<file path="config.mk">
export PLATFORM = sky130hd
export DESIGN_NAME = dsof_top
export DESIGN_NICKNAME = d
export VERILOG_FILES = /design/src/common/dsof_pkg.sv /design/src/rtl/dsof_top.sv /design/src/rtl/dsof_sync.sv
export VERILOG_INCLUDE_DIRS = /design/src /design/src/common
export SDC_FILE = /design/constraint.sdc
export NUM_CORES = 2
export LEC_CHECK = 0
export BUFFER_PORTS_ARGS = -buffer_cell sky130_fd_sc_hd__buf_2
export CORE_ASPECT_RATIO = 2
export CORE_MARGIN = 3
export CORE_UTILIZATION = 35
export CTS_CLUSTER_SIZE = 28
export DETAILED_ROUTE_END_ITERATION = 6
export GPL_ROUTABILITY_DRIVEN = 1
export PLACE_DENSITY = 0.54
export SLEW_MARGIN = 10
export SYNTH_ARGS = -nofsm -noshare
export SYNTH_HDL_FRONTEND = slang
export SYNTH_SLANG_ARGS = --single-unit
</file>
<file path="constraint.sdc">
create_clock -name i_clock -period 18.66 [get_ports i_clock]
set_input_delay 3.732 -clock i_clock [delete_from_list [all_inputs] [get_ports i_clock]]
set_output_delay 3.732 -clock i_clock [all_outputs]
set_load 0.05 [all_outputs]
</file>
<file path="src/common/dsof_defs.svh">
`ifndef DSOF_DEFS_SVH
`define DSOF_DEFS_SVH

// Assignment codes of the selectable status flags
`define DSOF_CODE_CONST_OFF 8'h80
`define DSOF_CODE_HOME_DONE 8'h90
`define DSOF_CODE_COORDS_VALID 8'h91
`define DSOF_CODE_ELEC_ORIGIN 8'h92
`define DSOF_CODE_REPRESET 8'h95
`define DSOF_CODE_WRAP_TOGGLE 8'h98
`define DSOF_CODE_FWD_LIMIT 8'h99
`define DSOF_CODE_REV_LIMIT 8'h9a
`define DSOF_CODE_REV_PULSE 8'h9b
`define DSOF_CODE_WRAP_ORIGIN 8'h9c
`define DSOF_CODE_OP_AREA 8'h9f
`define DSOF_CODE_ZONE_BASE 8'ha0
`define DSOF_CODE_MAIN_POWER 8'ha8
`define DSOF_CODE_BRAKE_FREE 8'ha9
`define DSOF_CODE_REGEN 8'haa
`define DSOF_CODE_BOTH_SAFE_OFF 8'hac
`define DSOF_CODE_ANY_SAFE_OFF 8'had
`define DSOF_CODE_USER_0 8'hb4
`define DSOF_CODE_USER_1 8'hb5
`define DSOF_CODE_TORQUE_CLAMP 8'hc0
`define DSOF_CODE_SPEED_CLAMP 8'hc1
`define DSOF_CODE_PROFILE_GEN 8'hc4
`define DSOF_CODE_STORED_SEQ 8'hc6
`define DSOF_CODE_DWELL_WAIT 8'hc7
`define DSOF_CODE_LOW_JUMP 8'hc8
`define DSOF_CODE_HIGH_JUMP 8'hc9
`define DSOF_CODE_STEP_ADV 8'hca
`define DSOF_CODE_DCMD_ACCEPT 8'hcc
`define DSOF_CODE_DCMD_WRITING 8'hcd
`define DSOF_CODE_OVERLOAD 8'hce

// Feedback counts per motor revolution
`define DSOF_REV_STEPS 32'h0000_2710
// Number of zone windows
`define DSOF_ZONES 8
// Reset value of the registered flags and the terminals
`define DSOF_RESET_LEVEL 1'h0

`endif

</file>
<file path="src/common/dsof_pkg.sv">
package dsof_pkg;

	typedef logic [7:0] dsof_code_t;
	typedef logic [127:0] dsof_flags_t;

	typedef enum logic
	{
		DSOF_OP_AND = 1'h0,
		DSOF_OP_OR = 1'h1
	} dsof_user_op_e;

endpackage

</file>
<file path="src/rtl/dsof_top.sv">
`timescale 1ns/100ps
`default_nettype none
`include "dsof_defs.svh"

// What this block does
// - Homing-complete flag sets when homing finishes or a preset is executed.
// - Coordinates-valid flag follows the established coordinate system.
// - Flag shows electrical home coordinates are enabled.
// - Flag shows another preset is needed before the motor may run.
// - Wrap flag inverts each time the position leaves the wrap range.
// - Forward and reverse software limit flags follow the reached limits.
// - One pulse per full revolution advanced from the preset position.
// - Wrap origin flag only while wrap is enabled and motor at origin.
// - Flag while position is inside the active operation data area.
// - Eight flags, each while position lies inside its own zone window.
// - Flag only when both safe-off inputs are off together.
// - Flag when at least one safe-off input is off.
// - Two user flags, each AND or OR of two selected flags.
// - Flags stay on while torque or speed clamping is active.
// - Flag stays on while the profile generator runs.
// - Flag stays on for the whole stored-data sequence.
// - Flag on while the drive waits in a dwell or delay interval.
// - Latched flags for the low and high event jump triggers.
// - Latched flag when the sequence steps on through the next-step input.
// - Flags for direct command acceptable and direct buffer being written.
// - Flag once torque reaches the overload detection threshold.
// - Flags for main power on, brake releasing and regeneration.
// - Constant-off code always drives the terminal inactive.
module dsof_top
	import dsof_pkg::*;
(
	input wire logic i_clock,
	input wire logic i_nrst,
	input wire logic i_home_start,
	input wire logic i_home_finish,
	input wire logic i_preset_exec,
	input wire logic i_coords_set,
	input wire logic i_electrical_origin_enabled,
	input wire logic i_represet_required,
	input wire logic i_wrap_exceed,
	input wire logic i_wrap_enable,
	input wire logic i_at_wrap_origin,
	input wire logic i_fwd_soft_limit,
	input wire logic i_rev_soft_limit,
	input wire logic signed [31:0] i_fb_position,
	input wire logic signed [31:0] i_op_area_lo,
	input wire logic signed [31:0] i_op_area_hi,
	input wire logic [7:0][31:0] i_zone_lo,
	input wire logic [7:0][31:0] i_zone_hi,
	input wire logic i_main_power,
	input wire logic i_brake_release,
	input wire logic i_regen,
	input wire logic i_safe_off_input_1,
	input wire logic i_safe_off_input_2,
	input wire logic [7:0] i_user0_sel_a,
	input wire logic [7:0] i_user0_sel_b,
	input wire logic i_user0_op,
	input wire logic [7:0] i_user1_sel_a,
	input wire logic [7:0] i_user1_sel_b,
	input wire logic i_user1_op,
	input wire logic i_torque_clamp,
	input wire logic i_speed_clamp,
	input wire logic i_profile_gen,
	input wire logic i_stored_seq,
	input wire logic i_dwell_wait,
	input wire logic i_low_event_jump,
	input wire logic i_high_event_jump,
	input wire logic i_step_advance,
	input wire logic i_latch_clear,
	input wire logic i_direct_cmd_accept,
	input wire logic i_direct_cmd_writing,
	input wire logic [15:0] i_torque,
	input wire logic [15:0] i_overload_threshold,
	input wire logic [7:0] i_term_sel_0,
	input wire logic [7:0] i_term_sel_1,
	input wire logic [7:0] i_term_sel_2,
	input wire logic [7:0] i_term_sel_3,
	output logic o_term_0,
	output logic o_term_1,
	output logic o_term_2,
	output logic o_term_3
);

	// Picks one flag by assignment code; codes below the flag range read inactive
	function automatic logic flag_of(input dsof_flags_t flags, input dsof_code_t code);
		logic result;
		result = 1'h0;
		if (code[7])
		begin
			result = flags[code[6:0]];
		end
		return result;
	endfunction

	function automatic logic user_combine(input dsof_flags_t flags, input dsof_code_t sel_a,
		input dsof_code_t sel_b, input logic op);
		logic a;
		logic b;
		logic result;
		a = flag_of(flags, sel_a);
		b = flag_of(flags, sel_b);
		result = (dsof_user_op_e'(op) == DSOF_OP_OR) ? (a | b) : (a & b);
		return result;
	endfunction

	logic homing_done;
	logic wrap_overflow_toggle;
	logic per_revolution_pulse;
	logic signed [31:0] rev_base;
	logic signed [31:0] rev_diff;
	logic low_event_jump_latch;
	logic high_event_jump_latch;
	logic step_advance_latch;
	logic [1:0] safe_in;
	logic [`DSOF_ZONES-1:0] zone_hit;
	logic op_data_area_flag;
	dsof_flags_t base_flags;
	dsof_flags_t flags;
	logic [3:0] next_term;
	dsof_code_t term_sel [4];

	dsof_sync #(
		.WIDTH(2)
	) u_safe_sync (
		.i_clock(i_clock),
		.i_nrst(i_nrst),
		.i_async({i_safe_off_input_2, i_safe_off_input_1}),
		.o_level(safe_in)
	);

	// Set wins over a new homing start in the same cycle
	always_ff @(posedge i_clock or negedge i_nrst)
	begin
		if (!i_nrst)
		begin
			homing_done <= `DSOF_RESET_LEVEL;
		end
		else if (i_home_finish || i_preset_exec)
		begin
			homing_done <= 1'h1;
		end
		else if (i_home_start)
		begin
			homing_done <= 1'h0;
		end
	end

	always_ff @(posedge i_clock or negedge i_nrst)
	begin
		if (!i_nrst)
		begin
			wrap_overflow_toggle <= `DSOF_RESET_LEVEL;
		end
		else if (i_wrap_exceed)
		begin
			wrap_overflow_toggle <= !wrap_overflow_toggle;
		end
	end

	assign rev_diff = i_fb_position - rev_base;

	// Reference follows backward travel without a pulse, so a revolution travelled again after reversing pulses again
	always_ff @(posedge i_clock or negedge i_nrst)
	begin
		if (!i_nrst)
		begin
			rev_base <= 32'sh0000_0000;
			per_revolution_pulse <= `DSOF_RESET_LEVEL;
		end
		else if (i_preset_exec)
		begin
			rev_base <= i_fb_position;
			per_revolution_pulse <= 1'h0;
		end
		else if (rev_diff >= $signed(`DSOF_REV_STEPS))
		begin
			rev_base <= rev_base + $signed(`DSOF_REV_STEPS);
			per_revolution_pulse <= 1'h1;
		end
		else if (rev_diff <= -$signed(`DSOF_REV_STEPS))
		begin
			rev_base <= rev_base - $signed(`DSOF_REV_STEPS);
			per_revolution_pulse <= 1'h0;
		end
		else
		begin
			per_revolution_pulse <= 1'h0;
		end
	end

	// Event latches; a trigger in the clearing cycle keeps the latch set
	always_ff @(posedge i_clock or negedge i_nrst)
	begin
		if (!i_nrst)
		begin
			low_event_jump_latch <= `DSOF_RESET_LEVEL;
			high_event_jump_latch <= `DSOF_RESET_LEVEL;
			step_advance_latch <= `DSOF_RESET_LEVEL;
		end
		else
		begin
			low_event_jump_latch <= i_low_event_jump || (low_event_jump_latch && !i_latch_clear);
			high_event_jump_latch <= i_high_event_jump || (high_event_jump_latch && !i_latch_clear);
			step_advance_latch <= i_step_advance || (step_advance_latch && !i_latch_clear);
		end
	end

	// A window with low above high wraps through the ends of the range
	assign op_data_area_flag = (i_op_area_lo <= i_op_area_hi)
		? (i_fb_position >= i_op_area_lo && i_fb_position <= i_op_area_hi)
		: (i_fb_position >= i_op_area_lo || i_fb_position <= i_op_area_hi);

	genvar z;
	generate
		for (z = 0; z < `DSOF_ZONES; z++)
		begin : g_zone
			logic signed [31:0] lo;
			logic signed [31:0] hi;
			assign lo = $signed(i_zone_lo[z]);
			assign hi = $signed(i_zone_hi[z]);
			assign zone_hit[z] = (lo <= hi)
				? (i_fb_position >= lo && i_fb_position <= hi)
				: (i_fb_position >= lo || i_fb_position <= hi);
		end
	endgenerate

	always_comb
	begin
		base_flags = '0;
		base_flags[7'(`DSOF_CODE_CONST_OFF)] = 1'h0;
		base_flags[7'(`DSOF_CODE_HOME_DONE)] = homing_done;
		base_flags[7'(`DSOF_CODE_COORDS_VALID)] = i_coords_set;
		base_flags[7'(`DSOF_CODE_ELEC_ORIGIN)] = i_electrical_origin_enabled;
		base_flags[7'(`DSOF_CODE_REPRESET)] = i_represet_required;
		base_flags[7'(`DSOF_CODE_WRAP_TOGGLE)] = wrap_overflow_toggle;
		base_flags[7'(`DSOF_CODE_FWD_LIMIT)] = i_fwd_soft_limit;
		base_flags[7'(`DSOF_CODE_REV_LIMIT)] = i_rev_soft_limit;
		base_flags[7'(`DSOF_CODE_REV_PULSE)] = per_revolution_pulse;
		base_flags[7'(`DSOF_CODE_WRAP_ORIGIN)] = i_wrap_enable && i_at_wrap_origin;
		base_flags[7'(`DSOF_CODE_OP_AREA)] = op_data_area_flag;
		for (int k = 0; k < `DSOF_ZONES; k++)
		begin
			base_flags[7'(`DSOF_CODE_ZONE_BASE) + 7'(k)] = zone_hit[k];
		end
		base_flags[7'(`DSOF_CODE_MAIN_POWER)] = i_main_power;
		base_flags[7'(`DSOF_CODE_BRAKE_FREE)] = i_brake_release;
		base_flags[7'(`DSOF_CODE_REGEN)] = i_regen;
		base_flags[7'(`DSOF_CODE_BOTH_SAFE_OFF)] = !safe_in[0] && !safe_in[1];
		base_flags[7'(`DSOF_CODE_ANY_SAFE_OFF)] = !safe_in[0] || !safe_in[1];
		base_flags[7'(`DSOF_CODE_TORQUE_CLAMP)] = i_torque_clamp;
		base_flags[7'(`DSOF_CODE_SPEED_CLAMP)] = i_speed_clamp;
		base_flags[7'(`DSOF_CODE_PROFILE_GEN)] = i_profile_gen;
		base_flags[7'(`DSOF_CODE_STORED_SEQ)] = i_stored_seq;
		base_flags[7'(`DSOF_CODE_DWELL_WAIT)] = i_dwell_wait;
		base_flags[7'(`DSOF_CODE_LOW_JUMP)] = low_event_jump_latch;
		base_flags[7'(`DSOF_CODE_HIGH_JUMP)] = high_event_jump_latch;
		base_flags[7'(`DSOF_CODE_STEP_ADV)] = step_advance_latch;
		base_flags[7'(`DSOF_CODE_DCMD_ACCEPT)] = i_direct_cmd_accept;
		base_flags[7'(`DSOF_CODE_DCMD_WRITING)] = i_direct_cmd_writing;
		base_flags[7'(`DSOF_CODE_OVERLOAD)] = i_torque >= i_overload_threshold;
	end

	// User flags draw only on base flags, so they cannot feed each other in a loop
	always_comb
	begin
		flags = base_flags;
		flags[7'(`DSOF_CODE_USER_0)] = user_combine(base_flags, i_user0_sel_a, i_user0_sel_b, i_user0_op);
		flags[7'(`DSOF_CODE_USER_1)] = user_combine(base_flags, i_user1_sel_a, i_user1_sel_b, i_user1_op);
	end

	assign term_sel[0] = i_term_sel_0;
	assign term_sel[1] = i_term_sel_1;
	assign term_sel[2] = i_term_sel_2;
	assign term_sel[3] = i_term_sel_3;

	genvar t;
	generate
		for (t = 0; t < 4; t++)
		begin : g_term
			assign next_term[t] = flag_of(flags, term_sel[t]);
		end
	endgenerate

	always_ff @(posedge i_clock or negedge i_nrst)
	begin
		if (!i_nrst)
		begin
			o_term_0 <= `DSOF_RESET_LEVEL;
			o_term_1 <= `DSOF_RESET_LEVEL;
			o_term_2 <= `DSOF_RESET_LEVEL;
			o_term_3 <= `DSOF_RESET_LEVEL;
		end
		else
		begin
			o_term_0 <= next_term[0];
			o_term_1 <= next_term[1];
			o_term_2 <= next_term[2];
			o_term_3 <= next_term[3];
		end
	end
endmodule

`default_nettype wire

</file>
<file path="src/rtl/dsof_sync.sv">
`timescale 1ns/100ps
`default_nettype none

// Three-stage synchroniser; the output follows once stages two and three agree
module dsof_sync #(
	parameter int WIDTH = 2
)
(
	input wire logic i_clock,
	input wire logic i_nrst,
	input wire logic [WIDTH-1:0] i_async,
	output logic [WIDTH-1:0] o_level
);

	logic [WIDTH-1:0] stage1;
	logic [WIDTH-1:0] stage2;
	logic [WIDTH-1:0] stage3;

	genvar g;
	generate
		for (g = 0; g < WIDTH; g++)
		begin : g_bit
			always_ff @(posedge i_clock or negedge i_nrst)
			begin
				if (!i_nrst)
				begin
					stage1[g] <= 1'h0;
					stage2[g] <= 1'h0;
					stage3[g] <= 1'h0;
					o_level[g] <= 1'h0;
				end
				else
				begin
					stage1[g] <= i_async[g];
					stage2[g] <= stage1[g];
					stage3[g] <= stage2[g];
					if (stage2[g] == stage3[g])
					begin
						o_level[g] <= stage3[g];
					end
				end
			end
		end
	endgenerate

endmodule

`default_nettype wire

</file>
=== Word-level counts from Yosys, hierarchy flattened ===
Index checks and enable logic that the tools add are counted.

* Register bits after elaboration: 50
* Logic and storage cells: 142
* Bits of input ports: 735

* Bitwise operators: 4
* Magnitude comparators: 38
* Reductions and logical operators: 34
* Add/subtract/negate cells: 3
* Mux-type cells: 42
* Equality and inequality tests: 2

{| class="wikitable"
|+ Operators with widths
! operator !! count
|-
| less-or-equal comparator 32 bit || 18
|-
| >= comparator 32 bit || 9
|-
| two-way mux 32 bit || 3
|-
| less-than comparator 7 x 8 -> 1 bit (second input constant) || 8
|-
| binary-select mux 1 bit (select 7 bit) || 8
|-
| adder 32 x 15 -> 32 bit (second input constant) || 1
|-
| >= comparator 32 x 15 -> 1 bit (second input constant) || 1
|-
| less-or-equal comparator 32 x 15 -> 1 bit (second input constant) || 1
|-
| subtractor 32 x 15 -> 32 bit (second input constant) || 1
|-
| subtractor 32 bit || 1
|-
| two-way mux 1 bit || 31
|-
| >= comparator 16 bit || 1
|-
| logical AND 1 bit || 14
|-
| logical OR 1 bit || 14
|-
| zero test 1 bit || 4
|-
| nonzero test 3 bit || 1
|-
| bitwise AND 1 bit || 2
|-
| equality test 1 bit || 2
|-
| bitwise OR 1 bit || 2
|-
| nonzero test 2 bit || 1
|}

=== Longest topological paths before layout ===
* Word-level depth: 11
* Mapped depth: 30
* Gate-level depth less buffers: 30

=== Hierarchy ===
Synthesis repeated with hierarchy kept, for this count alone.

* Cells, all modules: 4,038
* Area total of the unflattened synthesis: 30,187.7 um^2

{| class="wikitable"
|+ Modules (own cells, without submodules)
! module !! area an instance (um^2) !! sequential area each (um^2) !! times used !! cells each
|-
| dsof_top || 29,965.0 || 1,051.0 || 1 || 4,028
|-
| dsof_sync || 222.7 || 200.2 || 1 || 10
|}

=== Worst setup path before layout ===
Ideal clock, no wire load.

* Kind: input to register
* From: input i_fb_position[0]
* To: register rev_base[31]
* Library setup time: 0.090 ns
* Arrival time: 11.066 ns
* Data required time: 18.570 ns
* Setup slack: 7.504 ns
* Cell stages on the path: 30
* Cells stage by stage: inv_1 > ha_1 > inv_1 > fa_1 > a21o_1 > a21o_1 > a211o_1 > a221o_1 > a21oi_2 > o211ai_1 > a311o_1 > o31ai_1 > mux2_2 > and3_1 > a21oi_1 > inv_1 > ha_1 > a21o_1 > a21o_1 > a21oi_1 > o21ai_0 > a31o_2 > a2111oi_0 > o211ai_1 > nand3_1 > a21oi_1 > o211ai_1 > and2_1 > or4bb_1 > o2111ai_1

* Cells in the longest elaborated chain, start to end: 4
* Elaborated cells on any way between the ends: 6
* Classes of those cells: 1 x add/sub; 2 x order compare; 2 x mux; 1 x reduce/logical

{| class="wikitable"
|+ RTL lines
! element !! line !! text
|-
| start: declaration || dsof_top.sv:45 || <nowiki>input wire logic signed [31:0] i_fb_position,</nowiki>
|-
| subtractor 32 bit * || dsof_top.sv:160 || <nowiki>assign rev_diff = i_fb_position - rev_base;</nowiki>
|-
| >= comparator 32 x 15 -> 1 bit || dsof_top.sv:175 || <nowiki>else if (rev_diff >= $signed(`DSOF_REV_STEPS))</nowiki>
|-
| two-way mux 32 bit || dsof_top.sv:175 ||
|-
| two-way mux 32 bit || dsof_top.sv:170 || <nowiki>else if (i_preset_exec)</nowiki>
|-
| end signal: assignment || dsof_top.sv:172 || <nowiki>rev_base <= i_fb_position;</nowiki>
|-
| end signal: assignment || dsof_top.sv:177 || <nowiki>rev_base <= rev_base + $signed(`DSOF_REV_STEPS);</nowiki>
|-
| end signal: assignment || dsof_top.sv:182 || <nowiki>rev_base <= rev_base - $signed(`DSOF_REV_STEPS);</nowiki>
|-
| end: declaration || dsof_top.sv:109 || <nowiki>logic signed [31:0] rev_base;</nowiki>
|}

Every way passes the cells marked *; elsewhere a longest branch is shown, timed or not.
A chain may end at the register's enable or synchronous reset.

=== Worst setup path in the final report ===
* From: input i_fb_position[6]
* To: register rev_base[31]

The elaborated chain is that of the path after synthesis.

==> flow_summary.yaml <==
synth:
  ys_seq_elements: 50
  syn_area_per_cell_um2: 7.56
  ys.flop_type: "dfrtp_1"
  synthArstFlopShare_pct: 100
  synth-edff-count: 0
  netlist_instances: 3942
  synth-seq-area-share_pct: 4.20
  synth_compound_area_share_pct: 23.6
  synthMuxAreaShare_pct: 4.57
  yosys.area_share.adder_pct: 40.0
  synth_area_mm2: 0.0298
  synthXorXnorAreaFrac_pct: 1.23
  syn_nets: 5616
  ys_warn_count: 0
  ys_types: 88
  synthSimpleGateAreaFrac_pct: 16.8
  synth_top_family_by_area: "adder cells"
floorplan:
  coreArea_mm2: 0.0839
  ios: 739
  die_w_um: 212
  die_h_um: 419
  dieArea_mm2: 0.0889
  start_util_pct: 35.5
  rows: 150
worst_setup_path:
  critPathMaxStageDelay_ns: 0.81
  end_kind: "register"
  cp.required_ns: 18.89
  crit_type: "in -> reg"
  cp_top_family: "compound AO/OA/AOI/OAI gates"
  path_common_cell: "a21o_1"
  cp-start-kind: "input port"
  cp_slowest_cell: "a2111oi_0"
  worst-path-max-fanout: 23
  cp_num_buf_inv: 4
  worstPathArrival_ns: 11.72
global_routing:
  antenna_found_initial: 62
  track_usage_pct: 31.2
  grt_pass1_wl_um: 207000
  overflow: 0
  grt_pass1_vias: 34100
  grt_max_degree: 66
clocking:
  clock_latency_ns: 0.32
  post-cts-setup-buffers: 0
  cts_buffer_depth: 2
  postCtsHoldBufs: 0
  cts_resized: 0
  cts_made_buffers: 5
  cts-htree-levels: 2
  clockRootBuffer: "clkbuf_16"
  path_clk_slew_ns: 0.08
  tritoncts: "yes"
  clock-sinks: 50
final_layout:
  drive_gt1_share_pct: 18.8
  area_delta_synth_final_pct: 18.1
  instances_no_fill: 5783
  nets: 6350
  fill_cells: 8946
status:
  violations: "max-capacitance violations, max-slew violations"
  outcome: "finished with violations"
job:
  maxCapViolCount: 1
timing:
  finalCritPeriodShare_pct: 61.6
  finalSetupViolCount: 0
  hold_violations: 0
  maxSlewHeadroom_pct: -0.338
  rsz0062_at_grt: "false"
  max_freq_mhz: 87.0
  fin_tns_setup_ns: 0
  skew_ns: 0.00837
  maxSlewViolCount: 1
  tightest_slew_ns: 1.49
  min_period_ns: 11.49
detailed_routing:
  wire_per_inst_um: 25.1
  drc: 0
  first_pass_iters: 6
  via_per_inst: 5.80
  routed_wl_um: 145000
  num_vias: 33500
  ant_nets: 0
  drt_iter0_drc: 2068
place:
  dpl.hpwl_um: 122000
  numPlacedInstances: 5733
  place.gp.congestion: 1.00
  port_buffers: 738
power_and_ir_drop:
  p_per_area_mw_per_mm2: 62.2
  p_total_mw: 2.19
  peakVddDrop_mv: 0.0640
  p_leak_nw: 19.7
min_path:
  hold_class: "reg -> reg"
## through the flow
step	utilization [%]	worst slack (ns)	hold slack, ns	instance area, um2
2_1_floorplan	-	7.50	0.331	29800
3_3_place_gp	41.6	6.87	0.340	34900
3_5_place_dp	41.6	6.88	0.341	34900
4_1_cts	41.8	7.17	0.371	35100
5_1_grt	41.8	6.59	0.378	35100
6_report	41.9	7.17	0.370	35200
## layout by cell type, fill, tap and decap left out, types with 26 or more instances in the layout
| master | n |
|---|---|
| buf_4 | 47 |
| diode_2 | 42 |
| nor3_1 | 76 |
| o31ai_1 | 28 |
| o21a_1 | 29 |
| xor2_1 | 27 |
| and3_1 | 26 |
| o21ai_0 | 177 |
| nand3_1 | 112 |
| a21o_1 | 154 |
| nand4_1 | 150 |
| a31oi_1 | 43 |
| ha_1 | 937 |
| nor4_1 | 30 |
| mux2i_1 | 58 |
| nand2b_1 | 35 |
| inv_1 | 688 |
| nor2b_1 | 55 |
| dfrtp_1 | 50 |
| a21oi_1 | 342 |
| nand2_1 | 198 |
| and4_1 | 32 |
| mux2_2 | 26 |
| o211ai_1 | 38 |
| a211oi_1 | 54 |
| buf_2 | 738 |
| nor2_1 | 159 |
## synthesized netlist by cell type, types with 29 or more instances
library cell    n  area share, %
nor4_1         30           0.63
a21oi_1       342            5.7
dfrtp_1        50            4.2
a21o_1        155            3.9
clkbuf_1       46           0.58
o211ai_1       38           0.96
ha_1          937             39
nor3_1         76            1.3
nor2b_1        55            1.2
a211oi_1       54            1.4
nand4_1       150            3.2
nand3_1       112            1.9
o21a_1         29           0.73
mux2i_1        58            1.9
inv_1         689            8.7
a31oi_1        43           0.90
and4_1         32           0.94
nor2_1        159            2.0
o21ai_0       177            3.0
nand2b_1       35           0.74
nand2_1       198            2.5
## registers in the layout, summed over array words and instances, names as in the netlist, 2 cells and up
name and count:
u_safe_sync.stage3 2, rev_base 32, u_safe_sync.o_level 2, u_safe_sync.stage2 2, u_safe_sync.stage1 2
## power by group
part | switching [mW] | leakage, nW | internal (mW) | total (mW)
Clock | 0.0513 | 0.0773 | 0.0542 | 0.105
Sequential | 0.0354 | 0.595 | 0.148 | 0.183
Combinational | 1.10 | 19.1 | 0.797 | 1.90
## kinds of logic (layout without fill, tap and decap cells)
kind of cell | count (synthesis) | in the layout
flops | 50 | 50
fa+ha+maj | 955 | 955
other cells | 0 | 42
buf+inv | 748 | 1483
simple gates | 956 | 956
mux | 107 | 107
compound gates | 1084 | 1084
xor+xnor | 42 | 42
## cell type report
class                   count  area (um2)  area share, %
clock buffers               6         139          0.395
diodes                     42         105          0.299
flip-flops and latches     50        1250           3.56
multi-input cells        3144       25700           73.1
repair buffers            785        4050           11.5
clock inverters             2        17.5         0.0498
well taps                1064        1330           3.78
inverters                 690        2590           7.36
## worst paths after layout
kind / from / cells past startpoint / endpoint / slack [ns]
setup / recovery: i_fb_position[6] / 30 / rev_base[31]$_DFFE_PN0N_ / 7.17
hold / removal: u_safe_sync.stage1[1]$_DFF_PN0_ / 0 / u_safe_sync.stage2[1]$_DFF_PN0_ / 0.37
setup reg to reg: rev_base[0]$_DFFE_PN0P_ / 31 / rev_base[31]$_DFFE_PN0N_ / 10.60
hold reg to reg: u_safe_sync.stage1[1]$_DFF_PN0_ / 0 / u_safe_sync.stage2[1]$_DFF_PN0_ / 0.37
max in group asynchronous: i_nrst / 2 / rev_base[6]$_DFFE_PN0N_ / 14.53
min in group asynchronous: i_nrst / 2 / u_safe_sync.stage1[1]$_DFF_PN0_ / 3.57
## per-layer routing
metal  track usage, %  up-vias  share of wire, %
li1                 -    16100                 -
met1             33.5    15600                37
met2             56.4     1365                49
met3             6.24      425               7.2
met4             17.7       34               6.8
met5                0        -              0.16
## worst reg2reg max path: cells and delay by family (launching register included)
family	cells	cell delay (ns)
fa+ha+maj	3	0.87
compound gates	19	4.84
xor+xnor	1	0.17
simple gates	4	1.11
buf+inv	4	0.64
flops	1	0.35
No activity file was read; power rests on OpenSTA's default activity.
